File: src/include/bwt_pkg.sv
// Shared constants of the bus/wake/timer control register group.
// Assumes one 200 MHz clock and a 16-bit, least-significant-bit-first SPI frame.
package bwt_pkg;
    // Clock and time base
    localparam int CLK_PERIOD_NS = 5;
    localparam int TICK_TIME_NS = 1000000;  // 1 ms timer tick
    localparam int TICK_CYCLES = TICK_TIME_NS / CLK_PERIOD_NS;

    // SPI frame shape
    localparam logic [4:0] FRAME_BITS = 5'h10;
    localparam logic [4:0] BYTE_BITS = 5'h08;
    localparam logic [2:0] SYNC_IDLE = 3'h2;  // {sclk, cs_n, mosi} while idle

    // Register map, index 0 is the first bus control register
    localparam int REG_COUNT = 6;
    localparam int IDX_BUS_A = 0;
    localparam int IDX_BUS_B = 1;
    localparam int IDX_WAKE_TMR = 2;
    localparam int IDX_WAKE_SRC = 3;
    localparam int IDX_WAKE_BIAS = 4;
    localparam int IDX_PER_TMR = 5;
    localparam logic [2:0] NO_REG = 3'h7;
    localparam logic [REG_COUNT-1:0][6:0] REG_ADDR = {7'h0c, 7'h08, 7'h07, 7'h06, 7'h05, 7'h04};
    localparam logic [REG_COUNT-1:0][7:0] WR_MASK = {8'h07, 8'h03, 8'h01, 8'h44, 8'h1b, 8'hfb};
    localparam logic [REG_COUNT-1:0][7:0] RESET_VAL = {8'h00, 8'h00, 8'h01, 8'h00, 8'h00, 8'h20};
    localparam logic [REG_COUNT-1:0][7:0] RESTART_KEEP = {8'h07, 8'h03, 8'h01, 8'h40, 8'h1b, 8'hfb};

    // Field positions
    localparam int FLASH_BIT = 7;
    localparam int LOW_SLOPE_BIT = 6;
    localparam int TX_TIMEOUT_BIT = 5;
    localparam int LIN_ONE_LSB = 3;
    localparam int CAN_LSB = 0;
    localparam int LIN_THREE_LSB = 3;
    localparam int LIN_TWO_LSB = 0;
    localparam int TIMER_WAKE_BIT = 6;
    localparam int STOP_WD_BIT = 2;
    localparam int WAKE_PIN_BIT = 0;
    localparam int PULL_LSB = 0;
    localparam int PERIOD_LSB = 0;

    // Transceiver modes
    localparam logic [1:0] MODE_OFF = 2'h0;
    localparam logic [1:0] MODE_WAKE = 2'h1;
    localparam logic [1:0] MODE_RX_ONLY = 2'h2;
    localparam logic [1:0] MODE_NORMAL = 2'h3;

    // Chip operating modes as seen on the chip_mode input
    localparam logic [1:0] CHIP_NORMAL = 2'h0;
    localparam logic [1:0] CHIP_STOP = 2'h1;
    localparam logic [1:0] CHIP_SLEEP = 2'h2;

    // Periodic timer periods in ms
    localparam logic [2:0] PERIOD_RESERVED = 3'h7;
    localparam logic [11:0] PER_10MS = 12'h00a;
    localparam logic [11:0] PER_20MS = 12'h014;
    localparam logic [11:0] PER_50MS = 12'h032;
    localparam logic [11:0] PER_100MS = 12'h064;
    localparam logic [11:0] PER_200MS = 12'h0c8;
    localparam logic [11:0] PER_1S = 12'h3e8;
    localparam logic [11:0] PER_2S = 12'h7d0;
endpackage

File: src/rtl/bwt_ctrl_regs.sv
// Bus mode, wake source and periodic timer control registers behind the SPI port.
// Assumes chip_mode, soft_reset_req and restart_req come from logic on clk.
`timescale 1ns/1ps
module bwt_ctrl_regs
    import bwt_pkg::*;
#(
    parameter int MS_CYCLES = TICK_CYCLES  // Clock cycles per 1 ms timer tick
)(
    input wire logic clk,
    input wire logic reset,
    input wire logic spi_clk,
    input wire logic spi_cs_n,
    input wire logic spi_mosi,
    output logic spi_miso,
    output logic spi_miso_oe,
    input wire logic [1:0] chip_mode,
    input wire logic soft_reset_req,
    input wire logic restart_req,
    input wire logic stop_watchdog_disable_a,
    output logic [1:0] can_mode,
    output logic [1:0] lin_channel_one_mode,
    output logic [1:0] lin_channel_two_mode,
    output logic [1:0] lin_channel_three_mode,
    output logic lin_slope_control_on,
    output logic lin_low_slope_select,
    output logic lin_tx_timeout_enable,
    output logic periodic_timer_wake_enable,
    output logic stop_watchdog_disable_b,
    output logic watchdog_stop_off,
    output logic wake_pin_enable,
    output logic [1:0] wake_pin_pull_config,
    output logic [2:0] periodic_timer_period,
    output logic periodic_timer_wake
);
    localparam int PRE_W = $clog2(MS_CYCLES);

    // Tick divider needs at least two cycles to produce a one-cycle enable
    if (MS_CYCLES < 2) begin : g_bad_tick
        $error("MS_CYCLES must be at least 2");
    end

    logic [6:0] frame_addr;  // Address of the current or last frame
    logic frame_write;  // Access bit of that frame
    logic [7:0] frame_data;  // Data byte of the last whole frame
    logic frame_valid;  // One-cycle pulse per whole frame
    logic [2:0] cur_idx;  // Register index hit by frame_addr
    logic [7:0] rd_data;  // Read value of the addressed register
    logic [REG_COUNT-1:0][7:0] regs_q, regs_d;  // Stored writable bits only
    logic low_power;  // Chip sits in Stop or Sleep

    // Map an SPI address to a register index, NO_REG when unmapped
    function automatic logic [2:0] reg_index(input logic [6:0] addr);
        reg_index = NO_REG;
        for (int i = 0; i < REG_COUNT; i++) begin
            if (addr == REG_ADDR[i]) begin
                reg_index = 3'(i);
            end
        end
    endfunction

    // Normal operation is swapped for wake capable while the chip is in Stop or Sleep;
    // receive-only and off pass through, so the host must choose them itself
    function automatic logic [1:0] eff_mode(input logic [1:0] field, input logic lp);
        eff_mode = (lp && field == MODE_NORMAL) ? MODE_WAKE : field;
    endfunction

    // Period code to ms; the reserved code yields zero and stops the timer
    function automatic logic [11:0] period_ms(input logic [2:0] code);
        case (code)
            3'h0: period_ms = PER_10MS;
            3'h1: period_ms = PER_20MS;
            3'h2: period_ms = PER_50MS;
            3'h3: period_ms = PER_100MS;
            3'h4: period_ms = PER_200MS;
            3'h5: period_ms = PER_1S;
            3'h6: period_ms = PER_2S;
            default: period_ms = '0;
        endcase
    endfunction

    bwt_spi_frame u_spi (
        .clk(clk),
        .reset(reset),
        .spi_clk(spi_clk),
        .spi_cs_n(spi_cs_n),
        .spi_mosi(spi_mosi),
        .rd_data(rd_data),
        .spi_miso(spi_miso),
        .spi_miso_oe(spi_miso_oe),
        .frame_addr(frame_addr),
        .frame_write(frame_write),
        .frame_data(frame_data),
        .frame_valid(frame_valid)
    );

    assign cur_idx = reg_index(frame_addr);
    assign low_power = (chip_mode == CHIP_STOP) || (chip_mode == CHIP_SLEEP);

    // Read path: masked so reserved bits can never leak, unmapped reads zero
    assign rd_data = (cur_idx == NO_REG) ? 8'h00 : (regs_q[cur_idx] & WR_MASK[cur_idx]);

    // Register file next state; reset beats restart beats an SPI write
    always_comb begin
        regs_d = regs_q;
        if (reset || soft_reset_req) begin
            regs_d = RESET_VAL;
        end else if (restart_req) begin
            for (int i = 0; i < REG_COUNT; i++) begin
                regs_d[i] = regs_q[i] & RESTART_KEEP[i];
            end
        end else if (frame_valid && frame_write && cur_idx != NO_REG) begin
            // Read-only and reserved positions are dropped at the write
            regs_d[cur_idx] = frame_data & WR_MASK[cur_idx];
        end
    end

    // Register file storage
    always_ff @(posedge clk) begin
        regs_q <= regs_d;
    end

    logic [1:0] can_d, lin_channel_one_mode_d, lin_channel_two_mode_d, lin_channel_three_mode_d, pull_d;
    logic slope_d, lsm_d, txto_d, twk_d, swb_d, wdoff_d, wken_d;
    logic [2:0] per_d;

    // Control outputs; transceiver modes carry the low-power substitution
    always_comb begin
        can_d = eff_mode(regs_q[IDX_BUS_A][CAN_LSB +: 2], low_power);
        lin_channel_one_mode_d = eff_mode(regs_q[IDX_BUS_A][LIN_ONE_LSB +: 2], low_power);
        lin_channel_two_mode_d = eff_mode(regs_q[IDX_BUS_B][LIN_TWO_LSB +: 2], low_power);
        lin_channel_three_mode_d = eff_mode(regs_q[IDX_BUS_B][LIN_THREE_LSB +: 2], low_power);
        slope_d = ~regs_q[IDX_BUS_A][FLASH_BIT];
        lsm_d = regs_q[IDX_BUS_A][LOW_SLOPE_BIT];
        txto_d = regs_q[IDX_BUS_A][TX_TIMEOUT_BIT];
        twk_d = regs_q[IDX_WAKE_TMR][TIMER_WAKE_BIT];
        swb_d = regs_q[IDX_WAKE_TMR][STOP_WD_BIT];
        // Either copy of the disable bit stops the watchdog, only in Stop
        wdoff_d = (chip_mode == CHIP_STOP) && (swb_d || stop_watchdog_disable_a);
        wken_d = regs_q[IDX_WAKE_SRC][WAKE_PIN_BIT];
        pull_d = regs_q[IDX_WAKE_BIAS][PULL_LSB +: 2];
        per_d = regs_q[IDX_PER_TMR][PERIOD_LSB +: 3];
        if (reset) begin
            can_d = MODE_OFF;
            lin_channel_one_mode_d = MODE_OFF;
            lin_channel_two_mode_d = MODE_OFF;
            lin_channel_three_mode_d = MODE_OFF;
            slope_d = 1'b1;
            lsm_d = 1'b0;
            txto_d = 1'b0;
            twk_d = 1'b0;
            swb_d = 1'b0;
            wdoff_d = 1'b0;
            wken_d = 1'b0;
            pull_d = '0;
            per_d = '0;
        end
    end

    // Control output flops
    always_ff @(posedge clk) begin
        can_mode <= can_d;
        lin_channel_one_mode <= lin_channel_one_mode_d;
        lin_channel_two_mode <= lin_channel_two_mode_d;
        lin_channel_three_mode <= lin_channel_three_mode_d;
        lin_slope_control_on <= slope_d;
        lin_low_slope_select <= lsm_d;
        lin_tx_timeout_enable <= txto_d;
        periodic_timer_wake_enable <= twk_d;
        stop_watchdog_disable_b <= swb_d;
        watchdog_stop_off <= wdoff_d;
        wake_pin_enable <= wken_d;
        wake_pin_pull_config <= pull_d;
        periodic_timer_period <= per_d;
    end

    logic [PRE_W-1:0] pre_q, pre_d;  // Cycles within the current ms
    logic [11:0] ms_q, ms_d;  // Whole ms within the current period
    logic wake_q, wake_d;  // Period elapsed pulse
    logic [11:0] period;  // Selected period in ms
    logic timer_run;  // Enabled and period code legal

    assign period = period_ms(regs_q[IDX_PER_TMR][PERIOD_LSB +: 3]);
    assign timer_run = regs_q[IDX_WAKE_TMR][TIMER_WAKE_BIT] && period != 12'h000;

    // Periodic wake timer: ms enable from a divider, then a ms count.
    // A period change takes effect from the next ms tick, not from zero.
    always_comb begin
        pre_d = pre_q;
        ms_d = ms_q;
        wake_d = 1'b0;
        if (reset || !timer_run) begin
            pre_d = '0;
            ms_d = '0;
        end else if (pre_q == PRE_W'(MS_CYCLES - 1)) begin
            pre_d = '0;
            if (ms_q >= period - 12'h001) begin
                ms_d = '0;
                wake_d = 1'b1;
            end else begin
                ms_d = 12'(ms_q + 12'h001);
            end
        end else begin
            pre_d = PRE_W'(pre_q + 1'b1);
        end
    end

    // Timer flops
    always_ff @(posedge clk) begin
        pre_q <= pre_d;
        ms_q <= ms_d;
        wake_q <= wake_d;
    end

    assign periodic_timer_wake = wake_q;

    // Write commit shows two cycles later on the control outputs
    a_flash_slope: assert property (@(posedge clk) disable iff (reset)
        (frame_valid && frame_write && cur_idx == 3'h0 && !soft_reset_req && !restart_req)
        |-> ##2 (lin_slope_control_on == !$past(frame_data[FLASH_BIT], 2)))
        else $error("flash bit did not steer slope control");

    a_low_slope_sel: assert property (@(posedge clk) disable iff (reset)
        (frame_valid && frame_write && cur_idx == 3'h0 && !soft_reset_req && !restart_req)
        |-> ##2 (lin_low_slope_select == $past(frame_data[LOW_SLOPE_BIT], 2)))
        else $error("low-slope select did not follow write");

    a_txto_enable: assert property (@(posedge clk) disable iff (reset)
        (frame_valid && frame_write && cur_idx == 3'h0 && !soft_reset_req && !restart_req)
        |-> ##2 (lin_tx_timeout_enable == $past(frame_data[TX_TIMEOUT_BIT], 2)))
        else $error("tx timeout enable did not follow write");

    a_can_subst: assert property (@(posedge clk) disable iff (reset)
        (low_power && regs_q[IDX_BUS_A][CAN_LSB +: 2] == MODE_NORMAL) |=> (can_mode == MODE_WAKE))
        else $error("CAN not wake capable in low power");

    a_lin_subst: assert property (@(posedge clk) disable iff (reset)
        (low_power && regs_q[IDX_BUS_B][LIN_TWO_LSB +: 2] == MODE_NORMAL) |=> (lin_channel_two_mode == MODE_WAKE))
        else $error("LIN two not wake capable in low power");

    a_normal_restore: assert property (@(posedge clk) disable iff (reset)
        (chip_mode == CHIP_NORMAL) |=> (lin_channel_one_mode == $past(regs_q[IDX_BUS_A][LIN_ONE_LSB +: 2])))
        else $error("LIN one mode not restored in normal");

    a_reserved_zero: assert property (@(posedge clk) disable iff (reset)
        (cur_idx != NO_REG) |-> ((rd_data & ~WR_MASK[cur_idx]) == 8'h00))
        else $error("reserved bit read as one");

    a_reset_value: assert property (@(posedge clk)
        (reset || soft_reset_req) |=> (regs_q[IDX_BUS_A] == 8'h20 && regs_q[IDX_WAKE_SRC] == 8'h01))
        else $error("reset values wrong");

    a_restart_keep: assert property (@(posedge clk) disable iff (reset)
        (restart_req && !soft_reset_req) |=> (regs_q[IDX_WAKE_TMR] == ($past(regs_q[IDX_WAKE_TMR]) & 8'h40)))
        else $error("restart did not clear stop watchdog bit");

    a_period_ignore: assert property (@(posedge clk) disable iff (reset)
        (restart_req && !soft_reset_req) |=> (regs_q[IDX_PER_TMR] == $past(regs_q[IDX_PER_TMR])))
        else $error("restart changed timer period");

    c_write_bus_a: cover property (@(posedge clk) disable iff (reset)
        frame_valid && frame_write && cur_idx == 3'h0);
    c_can_subst: cover property (@(posedge clk) disable iff (reset)
        low_power && regs_q[IDX_BUS_A][CAN_LSB +: 2] == MODE_NORMAL);
    c_restart: cover property (@(posedge clk) disable iff (reset) restart_req);
    c_timer_wake: cover property (@(posedge clk) disable iff (reset) wake_q);
endmodule

File: src/rtl/bwt_spi_frame.sv
// SPI frame receiver: synchronises the pins, shifts a 16-bit frame, returns read data.
// Assumes mode 0 timing: sample on sclk rise, drive on sclk fall, LSB first.
`timescale 1ns/1ps
module bwt_spi_frame
    import bwt_pkg::*;
(
    input wire logic clk,
    input wire logic reset,
    input wire logic spi_clk,
    input wire logic spi_cs_n,
    input wire logic spi_mosi,
    input wire logic [7:0] rd_data,
    output logic spi_miso,
    output logic spi_miso_oe,
    output logic [6:0] frame_addr,
    output logic frame_write,
    output logic [7:0] frame_data,
    output logic frame_valid
);
    logic [2:0] sync1_q, sync2_q, prev_q;  // {sclk, cs_n, mosi}
    logic sclk_rise, sclk_fall, cs_active, cs_rise;
    logic [4:0] cnt_q, cnt_d;  // Saturates one above a frame to flag overlong frames
    logic [15:0] sh_q, sh_d;
    logic [6:0] addr_q, addr_d;
    logic wr_q, wr_d;
    logic [7:0] tx_q, tx_d, data_q, data_d;
    logic miso_q, miso_d, valid_q, valid_d;

    // Two-flop pin synchroniser, edges taken from the second stage only
    always_ff @(posedge clk) begin
        if (reset) begin
            sync1_q <= SYNC_IDLE;
            sync2_q <= SYNC_IDLE;
            prev_q <= SYNC_IDLE;
        end else begin
            sync1_q <= {spi_clk, spi_cs_n, spi_mosi};
            sync2_q <= sync1_q;
            prev_q <= sync2_q;
        end
    end

    assign sclk_rise = sync2_q[2] & ~prev_q[2];
    assign sclk_fall = ~sync2_q[2] & prev_q[2];
    assign cs_active = ~sync2_q[1];
    assign cs_rise = sync2_q[1] & ~prev_q[1];

    // Frame shifter; a frame counts only if exactly 16 clocks came before cs_n rose
    always_comb begin
        cnt_d = cnt_q;
        sh_d = sh_q;
        addr_d = addr_q;
        wr_d = wr_q;
        tx_d = tx_q;
        miso_d = miso_q;
        valid_d = 1'b0;
        data_d = data_q;
        if (reset) begin
            cnt_d = '0;
            sh_d = '0;
            addr_d = '0;
            wr_d = 1'b0;
            tx_d = '0;
            miso_d = 1'b0;
            data_d = '0;
        end else if (!cs_active) begin
            cnt_d = '0;
            tx_d = '0;
            miso_d = 1'b0;
            if (cs_rise && cnt_q == FRAME_BITS) begin
                valid_d = 1'b1;
                data_d = sh_q[15:8];
            end
        end else if (sclk_rise) begin
            sh_d = {sync2_q[0], sh_q[15:1]};
            if (cnt_q <= FRAME_BITS) begin
                cnt_d = 5'(cnt_q + 5'h01);
            end
            // Address byte complete: 7 address bits, then the access bit
            if (cnt_q == BYTE_BITS - 5'h01) begin
                addr_d = sh_d[14:8];
                wr_d = sh_d[15];
            end
        end else if (sclk_fall) begin
            // Read data goes out during the second byte; first byte returns zeros
            if (cnt_q == BYTE_BITS) begin
                miso_d = rd_data[0];
                tx_d = {1'b0, rd_data[7:1]};
            end else begin
                miso_d = tx_q[0];
                tx_d = {1'b0, tx_q[7:1]};
            end
        end
    end

    // Frame state registers
    always_ff @(posedge clk) begin
        cnt_q <= cnt_d;
        sh_q <= sh_d;
        addr_q <= addr_d;
        wr_q <= wr_d;
        tx_q <= tx_d;
        miso_q <= miso_d;
        valid_q <= valid_d;
        data_q <= data_d;
    end

    assign spi_miso = miso_q;
    assign spi_miso_oe = cs_active;
    assign frame_addr = addr_q;
    assign frame_write = wr_q;
    assign frame_data = data_q;
    assign frame_valid = valid_q;
endmodule

File: config.mk
export PLATFORM = sky130hd
export DESIGN_NAME = bwt_ctrl_regs
export DESIGN_NICKNAME = d
export VERILOG_FILES = /design/src/include/bwt_pkg.sv /design/src/rtl/bwt_ctrl_regs.sv /design/src/rtl/bwt_spi_frame.sv
export SDC_FILE = /design/constraint.sdc
export NUM_CORES = 1
export LEC_CHECK = 0
export BUFFER_PORTS_ARGS = -buffer_cell sky130_fd_sc_hd__buf_2
export CAP_MARGIN = 20
export CORE_UTILIZATION = 47
export DETAILED_ROUTE_END_ITERATION = 16
export GPL_ROUTABILITY_DRIVEN = 0
export GPL_TIMING_DRIVEN = 0
export PLACE_DENSITY = 0.68
export SETUP_SLACK_MARGIN = 0.02
export SLEW_MARGIN = 25
export SYNTH_ARGS = -nofsm -noshare
export SYNTH_HDL_FRONTEND = slang
export SYNTH_SLANG_ARGS = --single-unit
File: constraint.sdc
create_clock -name clk -period 3.1 [get_ports clk]
set_input_delay 0.775 -clock clk [delete_from_list [all_inputs] [get_ports clk]]
set_output_delay 0.775 -clock clk [all_outputs]
set_load 0.01 [all_outputs]
==> run_summary.xml, run 1 <==
<?xml version="1.0" encoding="UTF-8"?>
<metrics>
  <group name="timing">
    <metric name="final_period_minus_worst_setup_slack" unit="ns">2.61</metric>
    <metric name="tightest_slew" unit="ns">0.880</metric>
    <metric name="setup_violations" unit="">0</metric>
    <metric name="min_period_over_period" unit="%">84.1</metric>
    <metric name="fin_ws" unit="ns">0.493</metric>
    <metric name="timing.clock.skew" unit="ns">0.0103</metric>
    <metric name="hold_violations" unit="">0</metric>
    <metric name="max_clock_freq" unit="MHz">384</metric>
    <metric name="final_sum_of_negative_setup_slack" unit="ns">0</metric>
    <metric name="slew_headroom" unit="%">41.1</metric>
    <metric name="setup_repair_after_global_routing_missed_its_margin" unit="">no</metric>
    <metric name="final_max_slew_viol_count" unit="">0</metric>
  </group>
  <group name="synth">
    <metric name="syn-cell-area" unit="um^2">4980</metric>
    <metric name="ys_ff_latch" unit="">116</metric>
    <metric name="synthesis.area_per_instance" unit="um^2">9.11</metric>
    <metric name="synth_sequential_area_ratio" unit="%">46.6</metric>
    <metric name="netlist-cell-type-count" unit="">45</metric>
    <metric name="syn-num-nets" unit="">573</metric>
    <metric name="synth_top_flop_cell" unit="">sky130_fd_sc_hd__dfxtp_1</metric>
    <metric name="yosysWarnings" unit="">0</metric>
    <metric name="async_reset_ff_share" unit="%">0</metric>
    <metric name="synth_enable_flop_cells" unit="">0</metric>
    <metric name="postSynthCellCount" unit="">547</metric>
  </group>
  <group name="critical_path">
    <metric name="regToRegStartpoint" unit="">regs_q[42]</metric>
    <metric name="worstPathMaxFanout" unit="">10</metric>
    <metric name="timing.critical_path.to_type" unit="">flop</metric>
    <metric name="cp.arrival" unit="ns">3.02</metric>
    <metric name="worst-endpoint-required" unit="ns">3.51</metric>
    <metric name="timing_worst_setup_path_type" unit="">reg2reg</metric>
    <metric name="crit_path_start_kind" unit="">flop</metric>
    <metric name="startpoint" unit="">regs_q[42]</metric>
  </group>
  <group name="cells_and_area">
    <metric name="final_cell_count_no_fill" unit="">746</metric>
    <metric name="layout.cells.most_common" unit="">sky130_fd_sc_hd__dfxtp_1</metric>
    <metric name="proportion_of_layout_cells_with_a_drive_suffix_above_1" unit="%">12.5</metric>
    <metric name="final_nets" unit="">624</metric>
    <metric name="fill_cell_total_of_the_finished_layout" unit="">914</metric>
    <metric name="mostFrequentLayoutCells" unit="">116 x sky130_fd_sc_hd__dfxtp_1, 89 x sky130_fd_sc_hd__nor2_1, 39 x sky130_fd_sc_hd__mux2i_1, 35 x sky130_fd_sc_hd__nand2_1, 34 x sky130_fd_sc_hd__buf_2</metric>
    <metric name="area_growth_synth_to_finish" unit="%">17.4</metric>
    <metric name="antenna_cells" unit="">0</metric>
    <metric name="utilization" unit="%">56.7</metric>
  </group>
  <group name="clocking">
    <metric name="worst_skew_pair.late_latency" unit="ns">0.52</metric>
    <metric name="clkSlewWorstSetupHoldPaths" unit="ns">0.06</metric>
    <metric name="clock_tree.root_cell" unit="">sky130_fd_sc_hd__clkbuf_8</metric>
    <metric name="cts_num_sinks" unit="">116</metric>
    <metric name="clk_path_buf_depth" unit="">2</metric>
    <metric name="cts_tree" unit="">done</metric>
    <metric name="cts_buffers" unit="">17</metric>
    <metric name="cts.hold.buffers_added" unit="">0</metric>
    <metric name="postCtsResizedCells" unit="">0</metric>
    <metric name="cts_setup_buffers" unit="">0</metric>
    <metric name="ctsHtreeMaxLevel" unit="">4</metric>
  </group>
  <group name="routing">
    <metric name="vias" unit="">3951</metric>
    <metric name="detail_route.drc_violations" unit="">0</metric>
    <metric name="drt_iter0_drc" unit="">205</metric>
    <metric name="drt_first_pass_iters" unit="">4</metric>
    <metric name="postRouteWirelength" unit="um">10600</metric>
    <metric name="ant_nets" unit="">0</metric>
    <metric name="detail_route.wl_per_cell" unit="um">14.2</metric>
    <metric name="detail_route.vias_per_cell" unit="">5.30</metric>
  </group>
  <group name="pwr">
    <metric name="clock_network_fraction_of_total_power" unit="%">52.7</metric>
    <metric name="power" unit="W">0.00327</metric>
    <metric name="switching_power" unit="W">0.000661</metric>
    <metric name="power.density_cell_area" unit="nW/um^2">559</metric>
    <metric name="pwr-share-comb" unit="%">1.4</metric>
    <metric name="share_seq_of_total_power" unit="%">45.9</metric>
    <metric name="p_leak" unit="nW">2.24</metric>
    <metric name="internal-power" unit="W">0.00261</metric>
    <metric name="max-vdd-ir-drop" unit="V">0.000455</metric>
    <metric name="power.share.switching" unit="%">20.2</metric>
  </group>
  <group name="floorplanning">
    <metric name="floorplan.die_area" unit="um^2">11000</metric>
    <metric name="core_footprint" unit="um^2">10300</metric>
    <metric name="initial_core_util" unit="%">48.3</metric>
    <metric name="core_rows" unit="">37</metric>
    <metric name="die_h" unit="um">105</metric>
    <metric name="num_io_pins" unit="">33</metric>
    <metric name="die_width" unit="um">105</metric>
  </group>
  <group name="global_route">
    <metric name="groute.usage.overall" unit="%">21.1</metric>
    <metric name="number_of_antenna_violations_at_the_first_check_in_global_routing" unit="">0</metric>
    <metric name="grt_start_max_net_pins" unit="">17</metric>
    <metric name="grt_pass1_vias" unit="">3871</metric>
    <metric name="grt_pass1_wl" unit="um">18000</metric>
    <metric name="global_route.overflow_total" unit="">0</metric>
  </group>
  <group name="placement">
    <metric name="hpwlAfterDp" unit="um">7640</metric>
    <metric name="dp_worst_setup_slack" unit="ns">0.551</metric>
    <metric name="dp_cell_count" unit="">715</metric>
    <metric name="port-buffer-count" unit="">32</metric>
  </group>
  <group name="outcome">
    <metric name="run_status" unit="">completed</metric>
  </group>
  <group name="hold_path">
    <metric name="origin_of_the_worst_min_delay_path" unit="">u_spi.sync1_q[1]</metric>
    <metric name="min_path_type" unit="">reg2reg</metric>
  </group>
  <group name="run">
    <metric name="maxCapViolCount" unit="">0</metric>
  </group>
</metrics>
==> flip-flops by register name (all words and copies together), names as in the netlist, 3 cells and up <==
name,flops
ms_q,12
periodic_timer_period,3
pre_q,18
regs_q,19
u_spi.cnt_q,5
u_spi.frame_addr,7
u_spi.frame_data,8
u_spi.sh_q,8
u_spi.sync1_q,3
u_spi.sync2_q,3
u_spi.tx_q,7
==> worst paths after layout <==
| check | end | slack, ns | cells after the start |
|---|---|---|---|
| min | u_spi.sync2_q[1] | 0.42 | 1 |
| max | ms_q[3] | 0.49 | 9 |
| min reg2reg | u_spi.sync2_q[1] | 0.42 | 1 |
| max reg2reg | ms_q[3] | 0.49 | 9 |
==> Yosys cell counts (all sizes together), types with 10 or more instances <==
library cell | count | share of area, %
a21oi | 21 | 2.1
and3 | 12 | 1.5
clkbuf | 18 | 1.4
dfxtp | 116 | 47
ha | 16 | 4.0
inv | 13 | 0.98
mux2i | 39 | 7.8
nand2 | 35 | 2.6
nand3 | 23 | 2.3
nand4 | 10 | 1.3
nor2 | 89 | 6.7
nor2b | 23 | 2.9
nor3 | 18 | 2.0
nor4 | 11 | 1.4
o21ai | 12 | 1.2
xnor2 | 19 | 3.3
xor2 | 12 | 2.1
==> layout make-up <==
type | count | area (um^2) | area share [%]
multi-input cells | 396 | 2520 | 43.0
flip-flops and latches | 116 | 2320 | 39.7
clock buffers | 27 | 512 | 8.74
plain buffers | 22 | 100 | 1.71
repair buffers | 32 | 160 | 2.74
inverters | 13 | 48.8 | 0.834
well taps | 136 | 170 | 2.91
clock inverters | 4 | 20.0 | 0.342
==> worst max-delay path, cell delays in order, from the launching register on <==
cell and delay (ns):
sky130_fd_sc_hd__dfxtp_1 0.37, sky130_fd_sc_hd__clkbuf_1 0.36, sky130_fd_sc_hd__inv_1 0.22, sky130_fd_sc_hd__ha_1 0.35, sky130_fd_sc_hd__a21oi_1 0.06, sky130_fd_sc_hd__a2111oi_0 0.45
sky130_fd_sc_hd__nor3_1 0.17, sky130_fd_sc_hd__o31ai_4 0.29, sky130_fd_sc_hd__buf_6 0.18, sky130_fd_sc_hd__nor2_1 0.06
==> routing by layer <==
metal / wire length [um] / GRT usage, %
met1: 4800 / 24.4
met2: 5160 / 35.0
met3: 399 / 6.67
met4: 248 / 10.8
met5: 0 / 0
==> metrics by stage <==
step	area, um^2	hold WS (ns)
after floorplan	4980	0.384
after global placement	5310	0.394
after detailed placement	5310	0.408
after CTS	5850	0.413
after global routing	5850	0.433
final	5850	0.417
==> power by group through the flow <==
stage	logic [W]	registers, W	clock network, W
CTS	0.0000468	0.00150	0.00176
global placement	0.0000455	0.00153	0
floorplan	0.0000271	0.00153	0
finish	0.0000459	0.00150	0.00173
global route	0.0000526	0.00150	0.00183
detailed placement	0.0000462	0.00153	0
==> cell families (layout without fill, tap and decap cells) <==
kind of cell | count (synthesis) | after routing | share of synthesized area [%]
adders and majority gates | 16 | 16 | 4.02
and+or+nand+nor | 257 | 257 | 26.1
DFF | 116 | 116 | 46.6
AOI/OAI and AO/OA | 49 | 49 | 6.10
buffers and inverters | 35 | 98 | 2.99
xor gates and xnor gates | 31 | 31 | 5.45
muxes | 43 | 43 | 8.74
Power figures use the tool's default switching activity.
==> run 2, diff against run 1 <==
==> constraint.sdc (replaced) <==
create_clock -name clk -period 2.7 [get_ports clk]
set_input_delay 0.675 -clock clk [delete_from_list [all_inputs] [get_ports clk]]
set_output_delay 0.675 -clock clk [all_outputs]
set_load 0.01 [all_outputs]
==> run 2 against run 1 <==
Net effect: fmax grew 8.4%; clock skew is the same; via count is essentially flat; worst hold slack lost 0.082 ns.
==> run_summary.xml, run 2 (synthesized netlist as in run 1, its figures left out) <==
<?xml version="1.0" encoding="UTF-8"?>
<metrics>
  <group name="outcome">
    <metric name="run_status" unit="">completed</metric>
  </group>
  <group name="routing">
    <metric name="vias" unit="">3952</metric>
    <metric name="drt_first_pass_iters" unit="">4</metric>
    <metric name="drt_iter0_drc" unit="">204</metric>
    <metric name="detail_route.wl_per_cell" unit="um">14.2</metric>
    <metric name="ant_nets" unit="">0</metric>
    <metric name="postRouteWirelength" unit="um">10600</metric>
    <metric name="detail_route.drc_violations" unit="">0</metric>
    <metric name="detail_route.vias_per_cell" unit="">5.30</metric>
  </group>
  <group name="floorplanning">
    <metric name="initial_core_util" unit="%">48.3</metric>
    <metric name="die_h" unit="um">105</metric>
    <metric name="floorplan.die_area" unit="um^2">11000</metric>
    <metric name="die_width" unit="um">105</metric>
    <metric name="num_io_pins" unit="">33</metric>
    <metric name="core_rows" unit="">37</metric>
    <metric name="core_footprint" unit="um^2">10300</metric>
  </group>
  <group name="pwr">
    <metric name="p_leak" unit="nW">2.25</metric>
    <metric name="power.density_cell_area" unit="nW/um^2">642</metric>
    <metric name="share_seq_of_total_power" unit="%">45.9</metric>
    <metric name="pwr-share-comb" unit="%">1.4</metric>
    <metric name="clock_network_fraction_of_total_power" unit="%">52.7</metric>
    <metric name="internal-power" unit="W">0.00300</metric>
    <metric name="switching_power" unit="W">0.000759</metric>
    <metric name="max-vdd-ir-drop" unit="V">0.000522</metric>
    <metric name="power.share.switching" unit="%">20.2</metric>
  </group>
  <group name="timing">
    <metric name="setup_violations" unit="">0</metric>
    <metric name="tightest_slew" unit="ns">0.880</metric>
    <metric name="final_max_slew_viol_count" unit="">0</metric>
    <metric name="final_period_minus_worst_setup_slack" unit="ns">2.40</metric>
    <metric name="fin_ws" unit="ns">0.296</metric>
    <metric name="min_period_over_period" unit="%">89.0</metric>
    <metric name="max_clock_freq" unit="MHz">416</metric>
    <metric name="hold_violations" unit="">0</metric>
    <metric name="timing.clock.skew" unit="ns">0.0103</metric>
    <metric name="slew_headroom" unit="%">41.1</metric>
    <metric name="setup_repair_after_global_routing_missed_its_margin" unit="">no</metric>
    <metric name="final_sum_of_negative_setup_slack" unit="ns">0</metric>
  </group>
  <group name="clocking">
    <metric name="worst_skew_pair.late_latency" unit="ns">0.52</metric>
    <metric name="cts.hold.buffers_added" unit="">0</metric>
    <metric name="cts_tree" unit="">done</metric>
    <metric name="ctsHtreeMaxLevel" unit="">4</metric>
    <metric name="clk_path_buf_depth" unit="">2</metric>
    <metric name="cts_num_sinks" unit="">116</metric>
    <metric name="clkSlewWorstSetupHoldPaths" unit="ns">0.06</metric>
    <metric name="clock_tree.root_cell" unit="">sky130_fd_sc_hd__clkbuf_8</metric>
    <metric name="cts_buffers" unit="">17</metric>
  </group>
  <group name="cells_and_area">
    <metric name="fill_cell_total_of_the_finished_layout" unit="">913</metric>
    <metric name="mostFrequentLayoutCells" unit="">116 x sky130_fd_sc_hd__dfxtp_1, 89 x sky130_fd_sc_hd__nor2_1, 39 x sky130_fd_sc_hd__mux2i_1, 35 x sky130_fd_sc_hd__nand2_1, 34 x sky130_fd_sc_hd__buf_2</metric>
    <metric name="final_nets" unit="">624</metric>
    <metric name="top_register" unit="">regs_q</metric>
    <metric name="proportion_of_layout_cells_with_a_drive_suffix_above_1" unit="%">13.0</metric>
    <metric name="layout.cells.most_common" unit="">sky130_fd_sc_hd__dfxtp_1</metric>
    <metric name="largest_register_ffs" unit="">19</metric>
    <metric name="antenna_cells" unit="">0</metric>
    <metric name="area_growth_synth_to_finish" unit="%">17.5</metric>
    <metric name="reg_top3" unit="">regs_q (19), pre_q (18), ms_q (12)</metric>
  </group>
  <group name="critical_path">
    <metric name="worstPathMaxFanout" unit="">10</metric>
    <metric name="cp.arrival" unit="ns">2.82</metric>
    <metric name="worst-endpoint-required" unit="ns">3.11</metric>
    <metric name="timing_worst_setup_path_type" unit="">reg2reg</metric>
    <metric name="crit_path_start_kind" unit="">flop</metric>
    <metric name="timing.critical_path.to_type" unit="">flop</metric>
  </group>
  <group name="placement">
    <metric name="dp_worst_setup_slack" unit="ns">0.151</metric>
    <metric name="hpwlAfterDp" unit="um">7640</metric>
    <metric name="port-buffer-count" unit="">32</metric>
  </group>
  <group name="global_route">
    <metric name="number_of_antenna_violations_at_the_first_check_in_global_routing" unit="">0</metric>
    <metric name="grt_pass1_vias" unit="">3871</metric>
    <metric name="groute.usage.overall" unit="%">21.1</metric>
    <metric name="grt_pass1_wl" unit="um">18000</metric>
    <metric name="global_route.overflow_total" unit="">0</metric>
    <metric name="grt_start_max_net_pins" unit="">17</metric>
  </group>
  <group name="hold_path">
    <metric name="min_path_type" unit="">in2reg</metric>
  </group>
  <group name="run">
    <metric name="maxCapViolCount" unit="">0</metric>
  </group>
</metrics>
==> run 2: cell count changes in the layout (fill, tap and decap cells not counted) <==
cell	delta
sky130_fd_sc_hd__clkbuf_1	-3
sky130_fd_sc_hd__clkbuf_2	+3
==> run 2: power groups by stage <==
stage	sequential, W	combinational [W]	clock (W)
detailed placement	0.00176	0.0000531	0
floorplan	0.00176	0.0000311	0
global route	0.00172	0.0000604	0.00210
finish	0.00173	0.0000528	0.00198
global placement	0.00176	0.0000522	0
CTS	0.00172	0.0000537	0.00202
==> run 2: repair_timing <==
item                                    4_1_cts  5_1_grt
resized for setup                             0        6
buffers inserted                              0        0
endpoints found under the setup margin        0       10
==> run 2: path summary, 6_finish.rpt <==
path                            depth (start not counted)               end        startpoint  slack (ns)
worst max register to register                          9           ms_q[3]        regs_q[42]        0.30
worst min register to register                          1  u_spi.sync2_q[1]  u_spi.sync1_q[1]        0.42
worst min-delay path                                    2  u_spi.sync1_q[1]          spi_cs_n        0.33
worst max-delay path                                    9           ms_q[3]        regs_q[42]        0.30
==> run 2: metal layers <==
| metal | vias up | global-route usage, % | part of all wire [%] |
|---|---|---|---|
| li1 | 1989 | - | - |
| met2 | 73 | 35.0 | 49 |
| met5 | - | 0 | 0 |
| met1 | 1869 | 24.4 | 45 |
| met4 | 0 | 10.8 | 2.3 |
| met3 | 21 | 6.67 | 3.8 |
==> run 2: final cells by class <==
type / count / area (um^2) / share of cell area, %
multi-input combinational: 396 / 2520 / 43.0
timing repair buffer: 32 / 160 / 2.74
clock buffer: 27 / 512 / 8.74
clock inverter: 4 / 20.0 / 0.342
sequential: 116 / 2320 / 39.7
buffer: 22 / 104 / 1.77
inverter: 13 / 48.8 / 0.833
tap: 136 / 170 / 2.91
==> run 2: stage by stage <==
step	cell area, um^2	std cells	total power (W)	utilization [%]	hold WS, ns
after floorplan	4980	547	0.00179	-	0.384
final	5860	746	0.00376	56.7	0.334
after global routing	5860	746	0.00389	56.7	0.333
after detailed placement	5310	715	0.00181	51.5	0.408
after global placement	5310	715	0.00181	51.5	0.394
after CTS	5850	746	0.00380	56.6	0.313
==> run 2: critical path, stage by stage, from the launching register on <==
cell                        delay, ns
sky130_fd_sc_hd__dfxtp_1         0.37
sky130_fd_sc_hd__clkbuf_2        0.24
sky130_fd_sc_hd__inv_1           0.16
sky130_fd_sc_hd__ha_1            0.33
sky130_fd_sc_hd__a21oi_1         0.06
sky130_fd_sc_hd__a2111oi_0       0.45
sky130_fd_sc_hd__nor3_1          0.17
sky130_fd_sc_hd__o31ai_4         0.29
sky130_fd_sc_hd__buf_6           0.18
sky130_fd_sc_hd__nor2_1          0.06
==> run 3, diff against run 2 <==
--- a/config.mk
+++ b/config.mk
@@ -11,7 +11,6 @@
 export DETAILED_ROUTE_END_ITERATION = 16
 export GPL_ROUTABILITY_DRIVEN = 0
 export GPL_TIMING_DRIVEN = 0
-export PLACE_DENSITY = 0.68
 export SETUP_SLACK_MARGIN = 0.02
 export SLEW_MARGIN = 25
 export SYNTH_ARGS = -nofsm -noshare
==> run 3 against run 2 <==
Net effect: first-iteration DRC count is 28% lower; setup slack better by 0.038 ns; count of clock-buffer cells in the layout is 4 lower; critical endpoint is now u_spi.frame_addr[4]; utilization is 0.44 points higher; fmax is 1.6% higher; die area stayed put; total power is 4.7% higher; clock skew is 0.0051 ns lower; sequential share of layout area is 0.30 points lower; via count is 1.1% lower; register-to-register slack better by 0.04 ns.
==> run_summary.xml, run 3 (synthesized netlist as in run 1, its figures left out) <==
<?xml version="1.0" encoding="UTF-8"?>
<metrics>
  <group name="outcome">
    <metric name="run_status" unit="">completed</metric>
  </group>
  <group name="critical_path">
    <metric name="crit_top_cell" unit="">sky130_fd_sc_hd__nor2_1</metric>
    <metric name="timing.critical_path.cells" unit="">nand2b_1, nor2_1, nand2_1, mux2i_1, nor2_1</metric>
    <metric name="timing_worst_setup_path_type" unit="">reg2reg</metric>
    <metric name="timing.critical_path.slowest_stage_cell" unit="">sky130_fd_sc_hd__nor2_1</metric>
    <metric name="path_buf_inv" unit="">0</metric>
    <metric name="crit_path_start_kind" unit="">flop</metric>
    <metric name="worst-endpoint-required" unit="ns">3.09</metric>
    <metric name="timing.critical_path.slowest_cell_delay" unit="ns">0.79</metric>
    <metric name="worst_path_dominant_cell_family" unit="">simple AND/OR/NAND/NOR gates</metric>
    <metric name="worstPathMaxFanout" unit="">9</metric>
    <metric name="cp.arrival" unit="ns">2.76</metric>
    <metric name="timing.critical_path.to_type" unit="">flop</metric>
  </group>
  <group name="routing">
    <metric name="vias" unit="">3908</metric>
    <metric name="detail_route.vias_per_cell" unit="">5.24</metric>
    <metric name="detail_route.drc_violations" unit="">0</metric>
    <metric name="postRouteWirelength" unit="um">10700</metric>
    <metric name="ant_nets" unit="">0</metric>
    <metric name="drt_iter0_drc" unit="">146</metric>
    <metric name="detail_route.wl_per_cell" unit="um">14.3</metric>
    <metric name="drt_first_pass_iters" unit="">4</metric>
  </group>
  <group name="pwr">
    <metric name="internal-power" unit="W">0.00314</metric>
    <metric name="max-vdd-ir-drop" unit="V">0.000671</metric>
    <metric name="power.density_cell_area" unit="nW/um^2">667</metric>
    <metric name="clock_network_fraction_of_total_power" unit="%">54.8</metric>
    <metric name="pwr-share-comb" unit="%">1.4</metric>
    <metric name="power.share.switching" unit="%">20.2</metric>
    <metric name="p_leak" unit="nW">2.26</metric>
    <metric name="share_seq_of_total_power" unit="%">43.8</metric>
    <metric name="switching_power" unit="W">0.000797</metric>
  </group>
  <group name="cells_and_area">
    <metric name="layout.cells.most_common" unit="">sky130_fd_sc_hd__dfxtp_1</metric>
    <metric name="antenna_cells" unit="">0</metric>
    <metric name="top_register" unit="">regs_q</metric>
    <metric name="area_growth_synth_to_finish" unit="%">18.4</metric>
    <metric name="proportion_of_layout_cells_with_a_drive_suffix_above_1" unit="%">13.3</metric>
    <metric name="final_nets" unit="">624</metric>
    <metric name="mostFrequentLayoutCells" unit="">116 x sky130_fd_sc_hd__dfxtp_1, 89 x sky130_fd_sc_hd__nor2_1, 39 x sky130_fd_sc_hd__mux2i_1, 35 x sky130_fd_sc_hd__nand2_1, 34 x sky130_fd_sc_hd__buf_2</metric>
    <metric name="reg_top3" unit="">regs_q (19), pre_q (18), ms_q (12)</metric>
    <metric name="largest_register_ffs" unit="">19</metric>
  </group>
  <group name="clocking">
    <metric name="clock_tree.root_cell" unit="">sky130_fd_sc_hd__clkbuf_8</metric>
    <metric name="worst_skew_pair.late_latency" unit="ns">0.51</metric>
    <metric name="cts.hold.buffers_added" unit="">0</metric>
    <metric name="ctsHtreeMaxLevel" unit="">4</metric>
    <metric name="clkSlewWorstSetupHoldPaths" unit="ns">0.06</metric>
    <metric name="clk_path_buf_depth" unit="">2</metric>
    <metric name="postCtsResizedCells" unit="">0</metric>
    <metric name="cts_setup_buffers" unit="">0</metric>
    <metric name="cts_num_sinks" unit="">116</metric>
    <metric name="cts_buffers" unit="">17</metric>
    <metric name="cts_tree" unit="">done</metric>
  </group>
  <group name="timing">
    <metric name="max_clock_freq" unit="MHz">423</metric>
    <metric name="hold_violations" unit="">0</metric>
    <metric name="fin_ws" unit="ns">0.333</metric>
    <metric name="timing.hold.ws" unit="ns">0.339</metric>
    <metric name="slew_headroom" unit="%">32.1</metric>
    <metric name="final_max_slew_viol_count" unit="">0</metric>
    <metric name="tightest_slew" unit="ns">1.02</metric>
    <metric name="final_sum_of_negative_setup_slack" unit="ns">0</metric>
    <metric name="timing.clock.skew" unit="ns">0.00521</metric>
    <metric name="final_period_minus_worst_setup_slack" unit="ns">2.37</metric>
    <metric name="setup_violations" unit="">0</metric>
    <metric name="setup_repair_after_global_routing_missed_its_margin" unit="">no</metric>
    <metric name="min_period_over_period" unit="%">87.6</metric>
  </group>
  <group name="global_route">
    <metric name="global_route.overflow_total" unit="">0</metric>
    <metric name="grt_pass1_vias" unit="">3700</metric>
    <metric name="groute.layer.met3.usage" unit="%">6.24</metric>
    <metric name="grt_start_max_net_pins" unit="">17</metric>
    <metric name="grt_pass1_wl" unit="um">17800</metric>
    <metric name="global_route.usage.met1" unit="%">24.3</metric>
    <metric name="groute.usage.overall" unit="%">20.9</metric>
    <metric name="number_of_antenna_violations_at_the_first_check_in_global_routing" unit="">0</metric>
    <metric name="groute.layer.met2.usage" unit="%">35.2</metric>
    <metric name="gr-max-usage-layer" unit="">met2</metric>
  </group>
  <group name="floorplanning">
    <metric name="floorplan.die_area" unit="um^2">11000</metric>
    <metric name="core_rows" unit="">37</metric>
    <metric name="core_footprint" unit="um^2">10300</metric>
    <metric name="die_width" unit="um">105</metric>
    <metric name="die_h" unit="um">105</metric>
    <metric name="initial_core_util" unit="%">48.3</metric>
    <metric name="num_io_pins" unit="">33</metric>
  </group>
  <group name="placement">
    <metric name="port-buffer-count" unit="">32</metric>
    <metric name="dp_worst_setup_slack" unit="ns">0.201</metric>
    <metric name="hpwlAfterDp" unit="um">7740</metric>
  </group>
  <group name="hold_path">
    <metric name="min_path_type" unit="">in2reg</metric>
  </group>
  <group name="run">
    <metric name="maxCapViolCount" unit="">0</metric>
  </group>
</metrics>
-- run 3: worst paths after layout --
path                                        from                   to  slack [ns]  cells after the start
worst max register to register   u_spi.prev_q[2]  u_spi.frame_addr[4]        0.33                      5
worst min-delay path                    spi_cs_n     u_spi.sync1_q[1]        0.34                      2
worst max-delay path             u_spi.prev_q[2]  u_spi.frame_addr[4]        0.33                      5
worst min register to register  u_spi.sync1_q[1]     u_spi.sync2_q[1]        0.42                      1
-- run 3: per-stage QoR --
stage / cell area [um^2] / instances / util [%] / total power (W)
after floorplan: 4980 / 547 / - / 0.00179
after global placement: 5310 / 715 / 51.5 / 0.00181
after detailed placement: 5320 / 715 / 51.5 / 0.00181
after CTS: 5900 / 746 / 57.1 / 0.00398
after global routing: 5900 / 746 / 57.2 / 0.00407
final: 5900 / 746 / 57.2 / 0.00394
-- run 3: cell type report --
cell class                 count  area [um^2]
tap                          136          170
inverter                      13         48.8
sequential                   116         2320
multi-input combinational    396         2520
clock inverter                 8          100
timing repair buffer          32          160
fill                         933         4420
buffer                        22          104
clock buffer                  23          477
-- run 3: worst reg2reg max path: cells and delay by family, from the launching register on --
family,cells,cell delay [ns]
AND/OR/NAND/NOR,4,1.63
multiplexers,1,0.31
flip-flops,1,0.31
-- run 3: layer usage --
layer	vias to the layer above	wire, um	part of all wire [%]
li1	1990	-	-
met1	1827	4840	45
met2	70	5250	49
met3	21	336	3.1
met4	0	265	2.5
met5	-	0	0
-- run 3: power groups by stage --
stage,Clock [W],Combinational (W),Sequential (W)
after floorplan,0,0.0000311,0.00176
after global placement,0,0.0000537,0.00176
after detailed placement,0,0.0000547,0.00176
after CTS,0.00220,0.0000549,0.00172
after global routing,0.00228,0.0000604,0.00172
final,0.00216,0.0000545,0.00172
